[config.mk]
export PLATFORM = sky130hd
export DESIGN_NAME = rpc_top
export DESIGN_NICKNAME = d
export VERILOG_FILES = /design/src/design/rpc_pkg.sv /design/src/design/rpc_top.sv
export SDC_FILE = /design/constraint.sdc
export NUM_CORES = 1
export LEC_CHECK = 0
export BUFFER_PORTS_ARGS = -buffer_cell sky130_fd_sc_hd__buf_2
export CAP_MARGIN = 20
export CORE_ASPECT_RATIO = 0.5
export CORE_UTILIZATION = 55
export CTS_CLUSTER_DIAMETER = 40
export DETAILED_ROUTE_END_ITERATION = 8
export GPL_TIMING_DRIVEN = 0
export PLACE_DENSITY = 0.8
export SKIP_LAST_GASP = 1
export SYNTH_ARGS = -nofsm -noshare
export SYNTH_HDL_FRONTEND = slang
export SYNTH_SLANG_ARGS = --single-unit
[constraint.sdc]
create_clock -name pclk -period 2.9 [get_ports pclk]
set_input_delay 0.29 -clock pclk [delete_from_list [all_inputs] [get_ports pclk]]
set_output_delay 0.29 -clock pclk [all_outputs]
set_load 0.05 [all_outputs]
[src/design/rpc_pkg.sv]
// Summary of operation
// - Fault-code processing enable makes the receiver act on local fault codes; default off.
// - With processing enabled, no packets are delivered while the fault persists.
// - A packet in flight at fault onset ends early with error flagged.
// - After the fault clears, delivery waits for a received start block.
// - Configurable 48-bit unicast pause destination address, reset to zero.
// - Configurable 48-bit multicast pause destination address, reset to control multicast.
// - Configurable 48-bit pause source address, reset to zero.
// - Global control class: ethertype 8808 default, opcode low and high bounds.
// - Priority control class: own ethertype and opcode low and high bounds.
// - Global pause: ethertype 8808 and opcode 0001 by default.
// - Priority pause: ethertype 8808 and opcode 0101 by default.
package rpc_pkg;

  // Register byte offsets
  localparam logic [11:0] OFS_CTRL      = 12'h000;
  localparam logic [11:0] OFS_STATUS    = 12'h004;
  localparam logic [11:0] OFS_IRQ_STAT  = 12'h008;
  localparam logic [11:0] OFS_IRQ_EN    = 12'h00C;
  localparam logic [11:0] OFS_IRQ_CLR   = 12'h010;
  localparam logic [11:0] OFS_UCAST_LO  = 12'h020;
  localparam logic [11:0] OFS_UCAST_HI  = 12'h024;
  localparam logic [11:0] OFS_MCAST_LO  = 12'h028;
  localparam logic [11:0] OFS_MCAST_HI  = 12'h02C;
  localparam logic [11:0] OFS_SRC_LO    = 12'h030;
  localparam logic [11:0] OFS_SRC_HI    = 12'h034;
  localparam logic [11:0] OFS_GCP_ETYPE = 12'h040;
  localparam logic [11:0] OFS_GCP_OPS   = 12'h044;
  localparam logic [11:0] OFS_PCP_ETYPE = 12'h048;
  localparam logic [11:0] OFS_PCP_OPS   = 12'h04C;
  localparam logic [11:0] OFS_GPP       = 12'h050;
  localparam logic [11:0] OFS_PPP       = 12'h054;

  // Reset values
  localparam logic [47:0] RST_UCAST   = 48'h000000000000;
  localparam logic [47:0] RST_MCAST   = 48'h0180C2000001;
  localparam logic [47:0] RST_SRC     = 48'h000000000000;
  localparam logic [15:0] RST_ETYPE   = 16'h8808;
  localparam logic [15:0] RST_OP_LOW  = 16'h0000;
  localparam logic [15:0] RST_OP_HIGH = 16'h0FFF;
  localparam logic [15:0] RST_GPP_OP  = 16'h0001;
  localparam logic [15:0] RST_PPP_OP  = 16'h0101;

  // Event and status bit positions
  localparam int EV_FAULT_SET = 0;
  localparam int EV_FAULT_CLR = 1;
  localparam int EV_TRUNC     = 2;
  localparam int EV_GPP       = 3;
  localparam int EV_PPP       = 4;
  localparam int EV_GCP       = 5;
  localparam int EV_PCP       = 6;
  localparam int EV_W         = 7;

  typedef enum logic [1:0] {
    GS_RUN   = 2'b00,
    GS_FAULT = 2'b01,
    GS_WAIT  = 2'b11
  } rpc_gate_t;

  typedef struct packed {
    logic [47:0] ucast;
    logic [47:0] mcast;
    logic [47:0] src;
    logic [15:0] gcp_etype;
    logic [15:0] gcp_low;
    logic [15:0] gcp_high;
    logic [15:0] pcp_etype;
    logic [15:0] pcp_low;
    logic [15:0] pcp_high;
    logic [15:0] gpp_etype;
    logic [15:0] gpp_op;
    logic [15:0] ppp_etype;
    logic [15:0] ppp_op;
  } rpc_match_cfg_t;

  // One segment of the user packet bus
  typedef struct packed {
    logic [127:0] data;
    logic         ena;
    logic         sop;
    logic         eop;
    logic         err;
    logic [3:0]   mty;
  } rpc_seg_t;

  // Header fields of a received frame, valid while the valid field is set
  typedef struct packed {
    logic        valid;
    logic [47:0] dest;
    logic [47:0] src;
    logic [15:0] etype;
    logic [15:0] opcode;
  } rpc_hdr_t;

  typedef struct packed {
    logic gpp;
    logic ppp;
    logic gcp;
    logic pcp;
  } rpc_class_t;

endpackage : rpc_pkg

[src/design/rpc_top.sv]
// The placing of the registers and the APB slave port were chosen for this implementation.
`timescale 1ns/1ps
module rpc_top (
  // Clock and reset
  input  wire logic               pclk,
  input  wire logic               presetn,
  // APB slave
  input  wire logic               psel,
  input  wire logic               penable,
  input  wire logic               pwrite,
  input  wire logic [11:0]        paddr,
  input  wire logic [31:0]        pwdata,
  output logic                    pready,
  output logic                    pslverr,
  output logic [31:0]             prdata,
  // Line side, from the PCS lane decoder
  input  wire logic               line_fault_code,
  input  wire logic               line_start_block,
  input  wire rpc_pkg::rpc_seg_t  line_seg,
  input  wire rpc_pkg::rpc_hdr_t  line_hdr,
  // User segment bus
  output rpc_pkg::rpc_seg_t       user_segment_bus,
  // Classification result, one-cycle pulses
  output rpc_pkg::rpc_class_t     rx_class,
  // Interrupt
  output logic                    irq
);

  typedef struct packed {
    logic                    pready;
    logic                    pslverr;
    logic [31:0]             prdata;
    logic                    rd_miss;
    logic                    fault_en;
    rpc_pkg::rpc_match_cfg_t cfg;
    rpc_pkg::rpc_gate_t      gate;
    logic                    in_pkt;
    logic                    fault_s1;
    logic                    fault_s2;
    rpc_pkg::rpc_seg_t       seg;
    rpc_pkg::rpc_class_t     cls;
    logic [rpc_pkg::EV_W-1:0] ev_stat;
    logic [rpc_pkg::EV_W-1:0] ev_en;
    logic                    irq;
  } rpc_state_t;

  rpc_state_t s_q;
  rpc_state_t s_d;

  logic       wr_acc;
  logic       rd_acc;
  logic       fault_act;
  logic       pass;
  logic       hit;
  logic [rpc_pkg::EV_W-1:0] ev;
  rpc_pkg::rpc_class_t cls_n;
  logic       dest_ok;

  assign wr_acc = psel & penable & pwrite & ~s_q.pready;
  assign rd_acc = psel & ~penable & ~pwrite;

  always_comb begin
    s_d     = s_q;
    hit     = 1'b1;
    ev      = '0;
    cls_n   = '0;
    dest_ok = 1'b0;
    pass    = 1'b0;

    // Fault input from another domain, two stages
    s_d.fault_s1 = line_fault_code;
    s_d.fault_s2 = s_q.fault_s1;
    fault_act = s_q.fault_en & s_q.fault_s2;

    // Gate state machine
    s_d.seg = '0;
    case (s_q.gate)
      rpc_pkg::GS_RUN: begin
        if (fault_act) begin
          s_d.gate = rpc_pkg::GS_FAULT;
          ev[rpc_pkg::EV_FAULT_SET] = 1'b1;
          if (s_q.in_pkt) begin
            s_d.seg.ena = 1'b1;
            s_d.seg.eop = 1'b1;
            s_d.seg.err = 1'b1;
            s_d.in_pkt  = 1'b0;
            ev[rpc_pkg::EV_TRUNC] = 1'b1;
          end
        end else begin
          pass = 1'b1;
        end
      end
      rpc_pkg::GS_FAULT: begin
        if (!fault_act) begin
          s_d.gate = rpc_pkg::GS_WAIT;
          ev[rpc_pkg::EV_FAULT_CLR] = 1'b1;
        end
      end
      rpc_pkg::GS_WAIT: begin
        if (fault_act) begin
          s_d.gate = rpc_pkg::GS_FAULT;
        end else if (line_start_block) begin
          s_d.gate = rpc_pkg::GS_RUN;
          pass     = 1'b1;
        end
      end
      default: s_d.gate = rpc_pkg::GS_WAIT;
    endcase

    // Forward segments; a packet must begin with sop after a fault
    if (pass && line_seg.ena && (s_q.in_pkt || line_seg.sop)) begin
      s_d.seg = line_seg;
      if (line_seg.eop) begin
        s_d.in_pkt = 1'b0;
      end else begin
        s_d.in_pkt = 1'b1;
      end
    end

    dest_ok = (line_hdr.dest == s_q.cfg.ucast) ||
              (line_hdr.dest == s_q.cfg.mcast);
    if (line_hdr.valid && pass) begin
      cls_n.gpp = dest_ok && line_hdr.etype == s_q.cfg.gpp_etype &&
                  line_hdr.opcode == s_q.cfg.gpp_op;
      cls_n.ppp = dest_ok && line_hdr.etype == s_q.cfg.ppp_etype &&
                  line_hdr.opcode == s_q.cfg.ppp_op;
      cls_n.gcp = line_hdr.etype == s_q.cfg.gcp_etype &&
                  line_hdr.opcode >= s_q.cfg.gcp_low &&
                  line_hdr.opcode <= s_q.cfg.gcp_high;
      cls_n.pcp = line_hdr.etype == s_q.cfg.pcp_etype &&
                  line_hdr.opcode >= s_q.cfg.pcp_low &&
                  line_hdr.opcode <= s_q.cfg.pcp_high;
    end
    s_d.cls = cls_n;
    ev[rpc_pkg::EV_GPP] = cls_n.gpp;
    ev[rpc_pkg::EV_PPP] = cls_n.ppp;
    ev[rpc_pkg::EV_GCP] = cls_n.gcp;
    ev[rpc_pkg::EV_PCP] = cls_n.pcp;

    // APB: one wait state, answer in second access cycle
    s_d.pready  = psel & penable & ~s_q.pready;
    s_d.pslverr = 1'b0;
    if (rd_acc) begin
      s_d.prdata = '0;
      case (paddr)
        rpc_pkg::OFS_CTRL:      s_d.prdata[0] = s_q.fault_en;
        rpc_pkg::OFS_STATUS:    s_d.prdata[1:0] = s_q.gate;
        rpc_pkg::OFS_IRQ_STAT:  s_d.prdata[rpc_pkg::EV_W-1:0] = s_q.ev_stat;
        rpc_pkg::OFS_IRQ_EN:    s_d.prdata[rpc_pkg::EV_W-1:0] = s_q.ev_en;
        rpc_pkg::OFS_IRQ_CLR:   s_d.prdata = '0;
        rpc_pkg::OFS_UCAST_LO:  s_d.prdata = s_q.cfg.ucast[31:0];
        rpc_pkg::OFS_UCAST_HI:  s_d.prdata[15:0] = s_q.cfg.ucast[47:32];
        rpc_pkg::OFS_MCAST_LO:  s_d.prdata = s_q.cfg.mcast[31:0];
        rpc_pkg::OFS_MCAST_HI:  s_d.prdata[15:0] = s_q.cfg.mcast[47:32];
        rpc_pkg::OFS_SRC_LO:    s_d.prdata = s_q.cfg.src[31:0];
        rpc_pkg::OFS_SRC_HI:    s_d.prdata[15:0] = s_q.cfg.src[47:32];
        rpc_pkg::OFS_GCP_ETYPE: s_d.prdata[15:0] = s_q.cfg.gcp_etype;
        rpc_pkg::OFS_GCP_OPS:
          s_d.prdata = {s_q.cfg.gcp_high, s_q.cfg.gcp_low};
        rpc_pkg::OFS_PCP_ETYPE: s_d.prdata[15:0] = s_q.cfg.pcp_etype;
        rpc_pkg::OFS_PCP_OPS:
          s_d.prdata = {s_q.cfg.pcp_high, s_q.cfg.pcp_low};
        rpc_pkg::OFS_GPP:
          s_d.prdata = {s_q.cfg.gpp_op, s_q.cfg.gpp_etype};
        rpc_pkg::OFS_PPP:
          s_d.prdata = {s_q.cfg.ppp_op, s_q.cfg.ppp_etype};
        default: hit = 1'b0;
      endcase
      s_d.pslverr = 1'b0;
    end

    // Status clear first so a same-cycle event wins
    if (wr_acc) begin
      case (paddr)
        rpc_pkg::OFS_CTRL:      s_d.fault_en = pwdata[0];
        rpc_pkg::OFS_STATUS:    hit = 1'b1;
        rpc_pkg::OFS_IRQ_STAT:  hit = 1'b1;
        rpc_pkg::OFS_IRQ_EN:
          s_d.ev_en = pwdata[rpc_pkg::EV_W-1:0];
        rpc_pkg::OFS_IRQ_CLR:
          s_d.ev_stat = s_q.ev_stat & ~pwdata[rpc_pkg::EV_W-1:0];
        rpc_pkg::OFS_UCAST_LO:  s_d.cfg.ucast[31:0] = pwdata;
        rpc_pkg::OFS_UCAST_HI:  s_d.cfg.ucast[47:32] = pwdata[15:0];
        rpc_pkg::OFS_MCAST_LO:  s_d.cfg.mcast[31:0] = pwdata;
        rpc_pkg::OFS_MCAST_HI:  s_d.cfg.mcast[47:32] = pwdata[15:0];
        rpc_pkg::OFS_SRC_LO:    s_d.cfg.src[31:0] = pwdata;
        rpc_pkg::OFS_SRC_HI:    s_d.cfg.src[47:32] = pwdata[15:0];
        rpc_pkg::OFS_GCP_ETYPE: s_d.cfg.gcp_etype = pwdata[15:0];
        rpc_pkg::OFS_GCP_OPS: begin
          s_d.cfg.gcp_low  = pwdata[15:0];
          s_d.cfg.gcp_high = pwdata[31:16];
        end
        rpc_pkg::OFS_PCP_ETYPE: s_d.cfg.pcp_etype = pwdata[15:0];
        rpc_pkg::OFS_PCP_OPS: begin
          s_d.cfg.pcp_low  = pwdata[15:0];
          s_d.cfg.pcp_high = pwdata[31:16];
        end
        rpc_pkg::OFS_GPP: begin
          s_d.cfg.gpp_etype = pwdata[15:0];
          s_d.cfg.gpp_op    = pwdata[31:16];
        end
        rpc_pkg::OFS_PPP: begin
          s_d.cfg.ppp_etype = pwdata[15:0];
          s_d.cfg.ppp_op    = pwdata[31:16];
        end
        default: hit = 1'b0;
      endcase
    end
    // Read miss decoded in setup, answered later with pready
    if (rd_acc) begin
      s_d.rd_miss = ~hit;
    end
    if (wr_acc) begin
      s_d.pslverr = ~hit;
    end else if (s_d.pready) begin
      s_d.pslverr = s_q.rd_miss;
    end

    s_d.ev_stat = s_d.ev_stat | ev;
    s_d.irq     = |(s_d.ev_stat & s_d.ev_en);
  end

  always_ff @(posedge pclk or negedge presetn) begin
    if (!presetn) begin
      s_q                 <= '0;
      s_q.gate            <= rpc_pkg::GS_RUN;
      s_q.cfg.ucast       <= rpc_pkg::RST_UCAST;
      s_q.cfg.mcast       <= rpc_pkg::RST_MCAST;
      s_q.cfg.src         <= rpc_pkg::RST_SRC;
      s_q.cfg.gcp_etype   <= rpc_pkg::RST_ETYPE;
      s_q.cfg.gcp_low     <= rpc_pkg::RST_OP_LOW;
      s_q.cfg.gcp_high    <= rpc_pkg::RST_OP_HIGH;
      s_q.cfg.pcp_etype   <= rpc_pkg::RST_ETYPE;
      s_q.cfg.pcp_low     <= rpc_pkg::RST_OP_LOW;
      s_q.cfg.pcp_high    <= rpc_pkg::RST_OP_HIGH;
      s_q.cfg.gpp_etype   <= rpc_pkg::RST_ETYPE;
      s_q.cfg.gpp_op      <= rpc_pkg::RST_GPP_OP;
      s_q.cfg.ppp_etype   <= rpc_pkg::RST_ETYPE;
      s_q.cfg.ppp_op      <= rpc_pkg::RST_PPP_OP;
    end else begin
      s_q <= s_d;
    end
  end

  assign pready           = s_q.pready;
  assign pslverr          = s_q.pslverr;
  assign prdata           = s_q.prdata;
  assign user_segment_bus = s_q.seg;
  assign rx_class         = s_q.cls;
  assign irq              = s_q.irq;

endmodule // rpc_top

==> out/summary.md, run 1 <==
### Global route
* **GRT Residual Overflow** 0
* **wire length of the first global-routing pass** 130 mm
* **initial antenna violation count** 4
* **number of global-route vias before repair** 20,800
* **total track usage** 38.1%
* **pin count of the biggest net entering global routing** 125

### STA
* **Period Utilization, post-route** 98.9%
* **final hold vios** 0
* **Slew Limit Fails** 0
* **post-layout min period** 2.87 ns
* **post-route clock skew** 0.0283 ns
* **worst hold slack** 0.0200 ns
* **RSZ-0062 raised after global routing** no
* **Max transition margin** 8.76%
* **final-report setup violation count** 0
* **fmax** 0.349 GHz
* **actual slew at the worst max-slew pin** 1.37 ns

### Final layout
* **post-layout utilization of the core** 70.7%
* **layout-stage area growth over the synthesis result** 25.1%
* **share of layout cells above drive strength 1** 35.5%
* **number of nets in the finished design** 3,185
* **Final Instance Area** 0.0312 mm^2
* **number of filler instances in the final layout** 3,088

### Floorplanning
* **vertical die dimension** 153 um
* **initial standard-cell utilization of the core** 56.5%
* **full die area** 0.0463 mm^2
* **Die W** 303 um
* **Std-Cell Rows** 54
* **Std-Cell Core Area** 0.0442 mm^2
* **boundary pin count** 491

### Synth
* **leading cell types by count after synthesis** dfrtp_1 (455), mux2_2 (192), buf_4 (175), xor2_1 (144), and2_1 (134)
* **number of enable-type register cells in the synthesized netlist** 0
* **post-synthesis net count** 2,532
* **number of standard cells after synthesis** 2,149
* **fraction of the mapped netlist area in adder cells** 3.36%
* **area fraction of the dominant cell type after synthesis** 45.6%
* **combinational family with the most area after synthesis** multiplexers
* **cell types occupying the most area after synthesis** dfrtp_1 (46%), mux2_2 (8.7%), buf_4 (5.3%)
* **synthesized cell area** 0.0250 mm^2
* **Post-Synth Simple-Gate Area** 10.1%
* **cell taking the most area after synthesis** dfrtp_1
* **Post-Synthesis Mean Instance Area** 11.6 um^2
* **portion of the post-synthesis area used by sequential elements** 50.4%
* **async set-or-reset flop fraction in the synthesized netlist** 100%
* **flops & latches, synth** 500
* **cell with the most instances after synthesis** dfrtp_1
* **Compound-Gate Fraction of Synth Area** 9.66%
* **post-synthesis share of cell area spent on xor and xnor gates** 6.74%
* **number of warnings reported in the yosys synthesis log** 0
* **most used flip-flop cell after synthesis** dfrtp_1
* **mux share of post-synthesis cell area** 11.6%
* **number of distinct library cells after synthesis** 66

### Route
* **TritonRoute pass-1 iters** 7
* **routed via count** 20,700
* **remaining antenna violation count after routing** 0
* **detail-routed net length per standard cell** 25.8 um
* **Final Routed Wirelength** 88.6 mm
* **number of vias per cell** 6.03
* **number of design-rule violations left by the first detailed-router iteration** 2,536
* **DRC violations left** 0

### Critical path
* **endpoint of the most critical register-to-register path** s_q[214]
* **endpoint class of the critical path** flip-flop
* **Setup CP Type** reg -> reg
* **path depth of the worst reg2reg path** 6
* **arrival time of data at the critical path endpoint** 3.33 ns
* **slack of the worst reg-to-reg path** 0.03 ns
* **Max Fanout on Critical Path** 10
* **critical register-to-register path startpoint** pready
* **sort of element at the start of the critical path** flip-flop
* **critical path required time** 3.36 ns

### Placement
* **number of buffer cells added on primary ports** 440
* **global placement routability congestion** 1.01
* **placed cell areas** 0.0280 mm^2
* **sum of net half-perimeters after detailed placement** 63.5 mm

### Pwr
* **power per cell area** 535 mW/mm^2
* **Peak supply drop** 0.000518 V
* **leakage dissipation** 0.0165 uW

### Hold path
* **cell depth of the worst hold path** 2
* **start point of the worst min-delay path** pwdata[2]
* **Min-Delay Path Class** in -> reg
* **Endpoint, Worst Hold** s_q[418]

### Clocking
* **CTS tree** built
* **TritonCTS Buffers** 48
* **clk slew on worst S/H paths** 0.07 ns
* **worst-skew pair later-pin latency** 0.60 ns
* **number of clock sinks** 500
* **root buffer selected by CTS** clkbuf_16
* **deepest level of the CTS H-tree** 2
* **Clock Tree Buf Depth** 3

### Run
* **max-capacitance violation count** 0

### Outcome
* **outcome** completed

## cells in the final DEF (no fill, tap or decap), types with 22 or more instances in the layout
cell,instances
a21o_1,24
a21oi_1,40
a221oi_1,32
a222oi_1,22
a22o_1,33
a22oi_1,61
a31oi_1,23
and2_1,134
buf_2,470
buf_4,178
clkbuf_1,81
clkbuf_16,49
dfrtp_1,455
dfstp_2,45
dlygate4sd3_1,156
ha_1,67
inv_1,70
mux2_1,50
mux2_2,192
nand2_1,109
nand4_1,39
nor4_1,44
o21ai_0,75
xnor2_1,48
xor2_1,144
## power by group
part | switching [uW] | leakage [uW] | internal [uW]
Combinational | 1980 | 0.00915 | 1050
Sequential | 120 | 0.00657 | 7240
Clock | 2900 | 0.000753 | 3420
## worst max-delay path, cell delays in order (launching register included)
cell	delay (ns)
dfrtp_1	0.37
nand4b_1	0.17
clkbuf_1	0.63
or3_1	0.21
clkbuf_1	0.22
buf_1	0.72
mux2_2	0.42
## timing repair
action / 4_1_cts / 5_1_grt
buffers inserted: 0 / 1
setup endpoints to repair: 77 / 29
gates resized for setup: 11 / 11
hold endpoints to repair: 224 / 0
hold buffers: 156 / 0
pin swaps: 0 / 1
## metal layers
layer  share of wire [%]  track usage (%)  vias up
met2                  46             59.1     1281
met5               0.046                0        -
met3                  12             12.2      280
li1                    -                -     8753
met1                  38             49.5    10400
met4                 4.4             15.5        6
## state kept, by name, indices dropped and copies added (netlist names)
register,cells
user_segment_bus,136
s_q,324
rx_class,4
pready,1
s_d,1
irq,1
pslverr,1
prdata,32
## cell families (layout without fill, tap and decap cells)
group                    after synthesis  in the layout
multiplexers                         255            255
adder cells (fa/ha/maj)               67             67
buffers and inverters                355           1046
AO/OA/AOI/OAI                        342            342
XOR/XNOR                             192            192
AND/OR/NAND/NOR                      438            438
other                                  0              4
flip-flops                           500            500
## through the flow
stage	instances	total power [uW]	worst slack [ns]	setup TNS, ns
2_1_floorplan	2149	9250	0.526	0
3_3_place_gp	3177	10200	-8.50	-4122.98
3_5_place_dp	3183	10200	-0.865	-50.16
4_1_cts	3426	16600	-0.0107	-0.0142
5_1_grt	3428	17200	0.00531	0
6_report	3432	16700	0.0312	0
## layout make-up
| class | count | area [um^2] | area share [%] |
|---|---|---|---|
| Antenna cell | 4 | 10.0 | 0.0321 |
| Buffer | 284 | 1770 | 5.68 |
| Clock buffer | 69 | 1370 | 4.39 |
| Clock inverter | 19 | 165 | 0.529 |
| Inverter | 70 | 263 | 0.841 |
| Multi-Input combinational cell | 1294 | 10400 | 33.4 |
| Sequential cell | 500 | 12600 | 40.2 |
| Tap cell | 588 | 736 | 2.36 |
| Timing Repair Buffer | 604 | 3910 | 12.5 |
## worst max-delay path by stage
stage / start / to / slack (ns) / cells after the start
2_1_floorplan: pready / s_q[357] / 0.53 / 6
3_3_place_gp: presetn / user_segment_bus[128] / -8.50 / 1
3_5_place_dp: paddr[9] / prdata[28] / -0.87 / 9
4_1_cts: pready / s_q[284] / -0.01 / 6
5_1_grt: s_q[159] / user_segment_bus[99] / 0.005 / 7
6_report: pready / s_q[214] / 0.03 / 6
No activity file was read; power rests on OpenSTA's default activity.
==> run 2: changes to the inputs <==
- CELL_PAD_IN_SITES_DETAIL_PLACEMENT: unset -> 1
- CELL_PAD_IN_SITES_GLOBAL_PLACEMENT: unset -> 1
- CORE_UTILIZATION: 55 -> 44
- PLACE_DENSITY: 0.8 -> unset
- PLACE_DENSITY_LB_ADDON: unset -> 0.1
- TNS_END_PERCENT: unset -> 50
==> run 2 against run 1 <==
Against the previous run:
- the run now ends with negative setup slack left
- sequential power hardly changed
- non-clock buffer count is 5 higher
- register-to-register slack worse by 0.03 ns
- critical path type unchanged
- largest cell class unchanged
==> out/summary.md, run 2 (same netlist as run 1, synthesis figures left out) <==
### Outcome
* **outcome** finished with violations, was completed
* **failing checks** negative setup slack

### Placement
* **sum of net half-perimeters after detailed placement** 73.2 mm, was 63.5 mm
* **post-placement setup slack** -1.05 ns, was -0.865 ns
* **placed cell areas** 0.0283 mm^2, was 0.0280 mm^2
* **number of buffer cells added on primary ports** 440, unchanged
* **global placement routability congestion** 0.991, was 1.01

### STA
* **actual slew at the worst max-slew pin** 1.23 ns, was 1.37 ns
* **final-report setup violation count** 1, was 0
* **fmax** 0.345 GHz, was 0.349 GHz
* **Max transition margin** 17.8%, was 8.76%
* **Period Utilization, post-route** 100%, was 98.9%
* **summed negative setup slack over all endpoints** -0.00194 ns, was 0 ns
* **RSZ-0062 raised after global routing** yes, was no
* **PnR worst setup slack** -0.00194 ns, was 0.0312 ns
* **Slew Limit Fails** 0, unchanged
* **post-layout min period** 2.90 ns, was 2.87 ns
* **post-route clock skew** 0.0238 ns, was 0.0283 ns
* **final hold vios** 0, unchanged

### Critical path
* **Max Fanout on Critical Path** 10, unchanged
* **Crit path top cell by count** clkbuf_1, unchanged
* **Setup CP Type** reg -> reg, unchanged
* **endpoint class of the critical path** flip-flop, unchanged
* **sort of element at the start of the critical path** flip-flop, unchanged
* **worst stage delay on the critical path** 0.74 ns, was 0.72 ns
* **slack of the worst reg-to-reg path** -0.002 ns, was 0.03 ns
* **Critical Path, Cell by Cell** nand4b_1, clkbuf_1, or3_1, clkbuf_1, buf_1, mux2_2, unchanged
* **cell with the largest stage delay on the worst path** buf_1, unchanged
* **critical register-to-register path startpoint** pready, unchanged
* **path depth of the worst reg2reg path** 6, unchanged
* **endpoint of the most critical register-to-register path** s_q[204], was s_q[214]
* **arrival time of data at the critical path endpoint** 3.37 ns, was 3.33 ns
* **critical path required time** 3.37 ns, was 3.36 ns

### Pwr
* **Peak supply drop** 0.000404 V, was 0.000518 V
* **clock group share of total power** 40.5%, was 37.8%
* **portion of total power attributed to combinational logic** 17.8%, was 18.1%
* **net switching power** 5290 uW, was 5000 uW
* **power per cell area** 555 mW/mm^2, was 535 mW/mm^2
* **Cell Int Power** 12,300 uW, was 11,700 uW
* **leakage dissipation** 0.0166 uW, was 0.0165 uW
* **Net Sw Frac** 30.0%, was 29.9%
* **Tot Pwr** 17,600 uW, was 16,700 uW
* **sequential cell fraction of total power** 41.8%, was 44.0%

### Global route
* **met1 layer usage reported by global route** 46.1%, was 49.5%
* **GRT Residual Overflow** 0, unchanged
* **met3 usage in global routing** 7.55%, was 12.2%
* **initial antenna violation count** 8, was 4
* **number of global-route vias before repair** 21,600, was 20,800
* **global routing usage on met2** 56.1%, was 59.1%
* **Most Crowded Layer GR** met2, unchanged
* **total track usage** 34.6%, was 38.1%
* **pin count of the biggest net entering global routing** 115, was 125
* **wire length of the first global-routing pass** 146 mm, was 130 mm

### Clocking
* **worst-skew pair later-pin latency** 0.60 ns, about the same
* **TritonCTS Buffers** 52, was 48
* **clk slew on worst S/H paths** 0.06 ns, was 0.07 ns
* **CTS tree** built, unchanged
* **number of clock sinks** 500, unchanged
* **root buffer selected by CTS** clkbuf_16, unchanged
* **deepest level of the CTS H-tree** 2, unchanged
* **Clock Tree Buf Depth** 3, unchanged

### Final layout
* **share of layout cells above drive strength 1** 35.8%, was 35.5%
* **most common cell after layout, fill and taps aside** buf_2, unchanged
* **number of nets in the finished design** 3,194, was 3,185
* **flip-flop count of the largest register, all copies and words added** 324, unchanged
* **number of filler instances in the final layout** 5,976, was 3,088
* **layout-stage area growth over the synthesis result** 27.1%, was 25.1%
* **Reg with most FFs** s_q, unchanged
* **top library cells by usage in the layout, fill and taps aside** buf_2 (469), dfrtp_1 (455), mux2_2 (192), buf_4 (182), dlygate4sd3_1 (156), was buf_2 (470), dfrtp_1 (455), mux2_2 (192), buf_4 (178), dlygate4sd3_1 (156)
* **Final Instance Area** 0.0317 mm^2, was 0.0312 mm^2

### Hold path
* **Endpoint, Worst Hold** pready, was s_q[418]
* **cell depth of the worst hold path** 3, was 2
* **Min-Delay Path Class** in -> reg, unchanged
* **start point of the worst min-delay path** psel, was pwdata[2]

### Floorplanning
* **Std-Cell Rows** 61, was 54
* **initial standard-cell utilization of the core** 44.7%, was 56.5%
* **Die W** 339 um, was 303 um
* **full die area** 0.0577 mm^2, was 0.0463 mm^2
* **vertical die dimension** 170 um, was 153 um
* **Std-Cell Core Area** 0.0558 mm^2, was 0.0442 mm^2
* **boundary pin count** 491, unchanged

### Route
* **number of design-rule violations left by the first detailed-router iteration** 1,910, was 2,536
* **detail-routed net length per standard cell** 27.8 um, was 25.8 um
* **number of vias per cell** 5.63, was 6.03
* **DRC violations left** 0, unchanged
* **Final Routed Wirelength** 100 mm, was 88.6 mm
* **routed via count** 20,300, was 20,700
* **remaining antenna violation count after routing** 0, unchanged
* **TritonRoute pass-1 iters** 8, was 7

### Run
* **max-capacitance violation count** 0, unchanged

-- run 2: changes by cell type in the layout (fill, tap and decap cells not counted), sizes merged --
cell and change:
inv -4, clkinv -3, diode -3, clkinvlp +5, clkbuf +5, buf +6, bufinv +4
-- run 2: what timing repair did --
| action | CTS | global route |
|---|---|---|
| pin swaps | 0 | 3 |
| resized for setup | 9 | 17 |
| hold endpoints to repair | 244 | 0 |
| endpoints found under the setup margin | 90 | 135 |
| hold buffers | 156 | 0 |
| cloned | 0 | 0 |
| setup buffers | 0 | 4 |
-- run 2: metal layers --
metal | up-vias | wire length (um)
met2 | 842 | 46800
met4 | 6 | 3190
met1 | 10500 | 42600
li1 | 8771 | -
met5 | - | 41
met3 | 172 | 7780
-- run 2: worst max path at each step --
stage               startpoint              endpoint  slack, ns  depth (start not counted)
floorplan               pready              s_q[357]       0.53                          6
global placement       presetn  user_segment_bus[50]      -9.26                          1
detailed placement    paddr[9]            prdata[24]      -1.05                          9
CTS                   paddr[9]            prdata[24]      -0.04                          8
global route            pready              s_q[204]       -0.1                          6
finish                  pready              s_q[204]     -0.002                          6
-- run 2: power groups by stage --
stage	sequential, uW	combinational (uW)	clock [uW]
final	7360	3130	7130
after CTS	7350	3050	7190
after global routing	7390	3300	7470
after global placement	7470	2790	0
after detailed placement	7470	2850	0
after floorplan	7450	1800	0
-- run 2: area by class of cell --
cell class	count	area (um^2)	share of cell area (%)
antenna	1	2.50	0.00789
buffer	284	1780	5.60
clock buffer	75	1480	4.66
clock inverter	21	277	0.871
inverter	70	263	0.828
multi-input combinational	1294	10400	32.9
sequential	500	12600	39.6
tap	756	946	2.98
timing repair buffer	609	3980	12.5
-- run 2: critical path, delay by kind of cell, from the launching register on --
| family | cells | cell delay [ns] |
|---|---|---|
| muxes | 1 | 0.41 |
| DFF | 1 | 0.36 |
| buffers and inverters | 3 | 1.61 |
| and+or+nand+nor | 2 | 0.38 |
-- run 2: through the flow --
step / instances / utilization, % / hold slack (ns)
detailed placement: 3353 / 50.7 / 0.347
global route: 3609 / 56.9 / 0.0116
CTS: 3605 / 56.7 / 0.000827
finish: 3610 / 56.9 / 0.0186
floorplan: 2149 / - / -0.00559
global placement: 3345 / 50.4 / 0.337
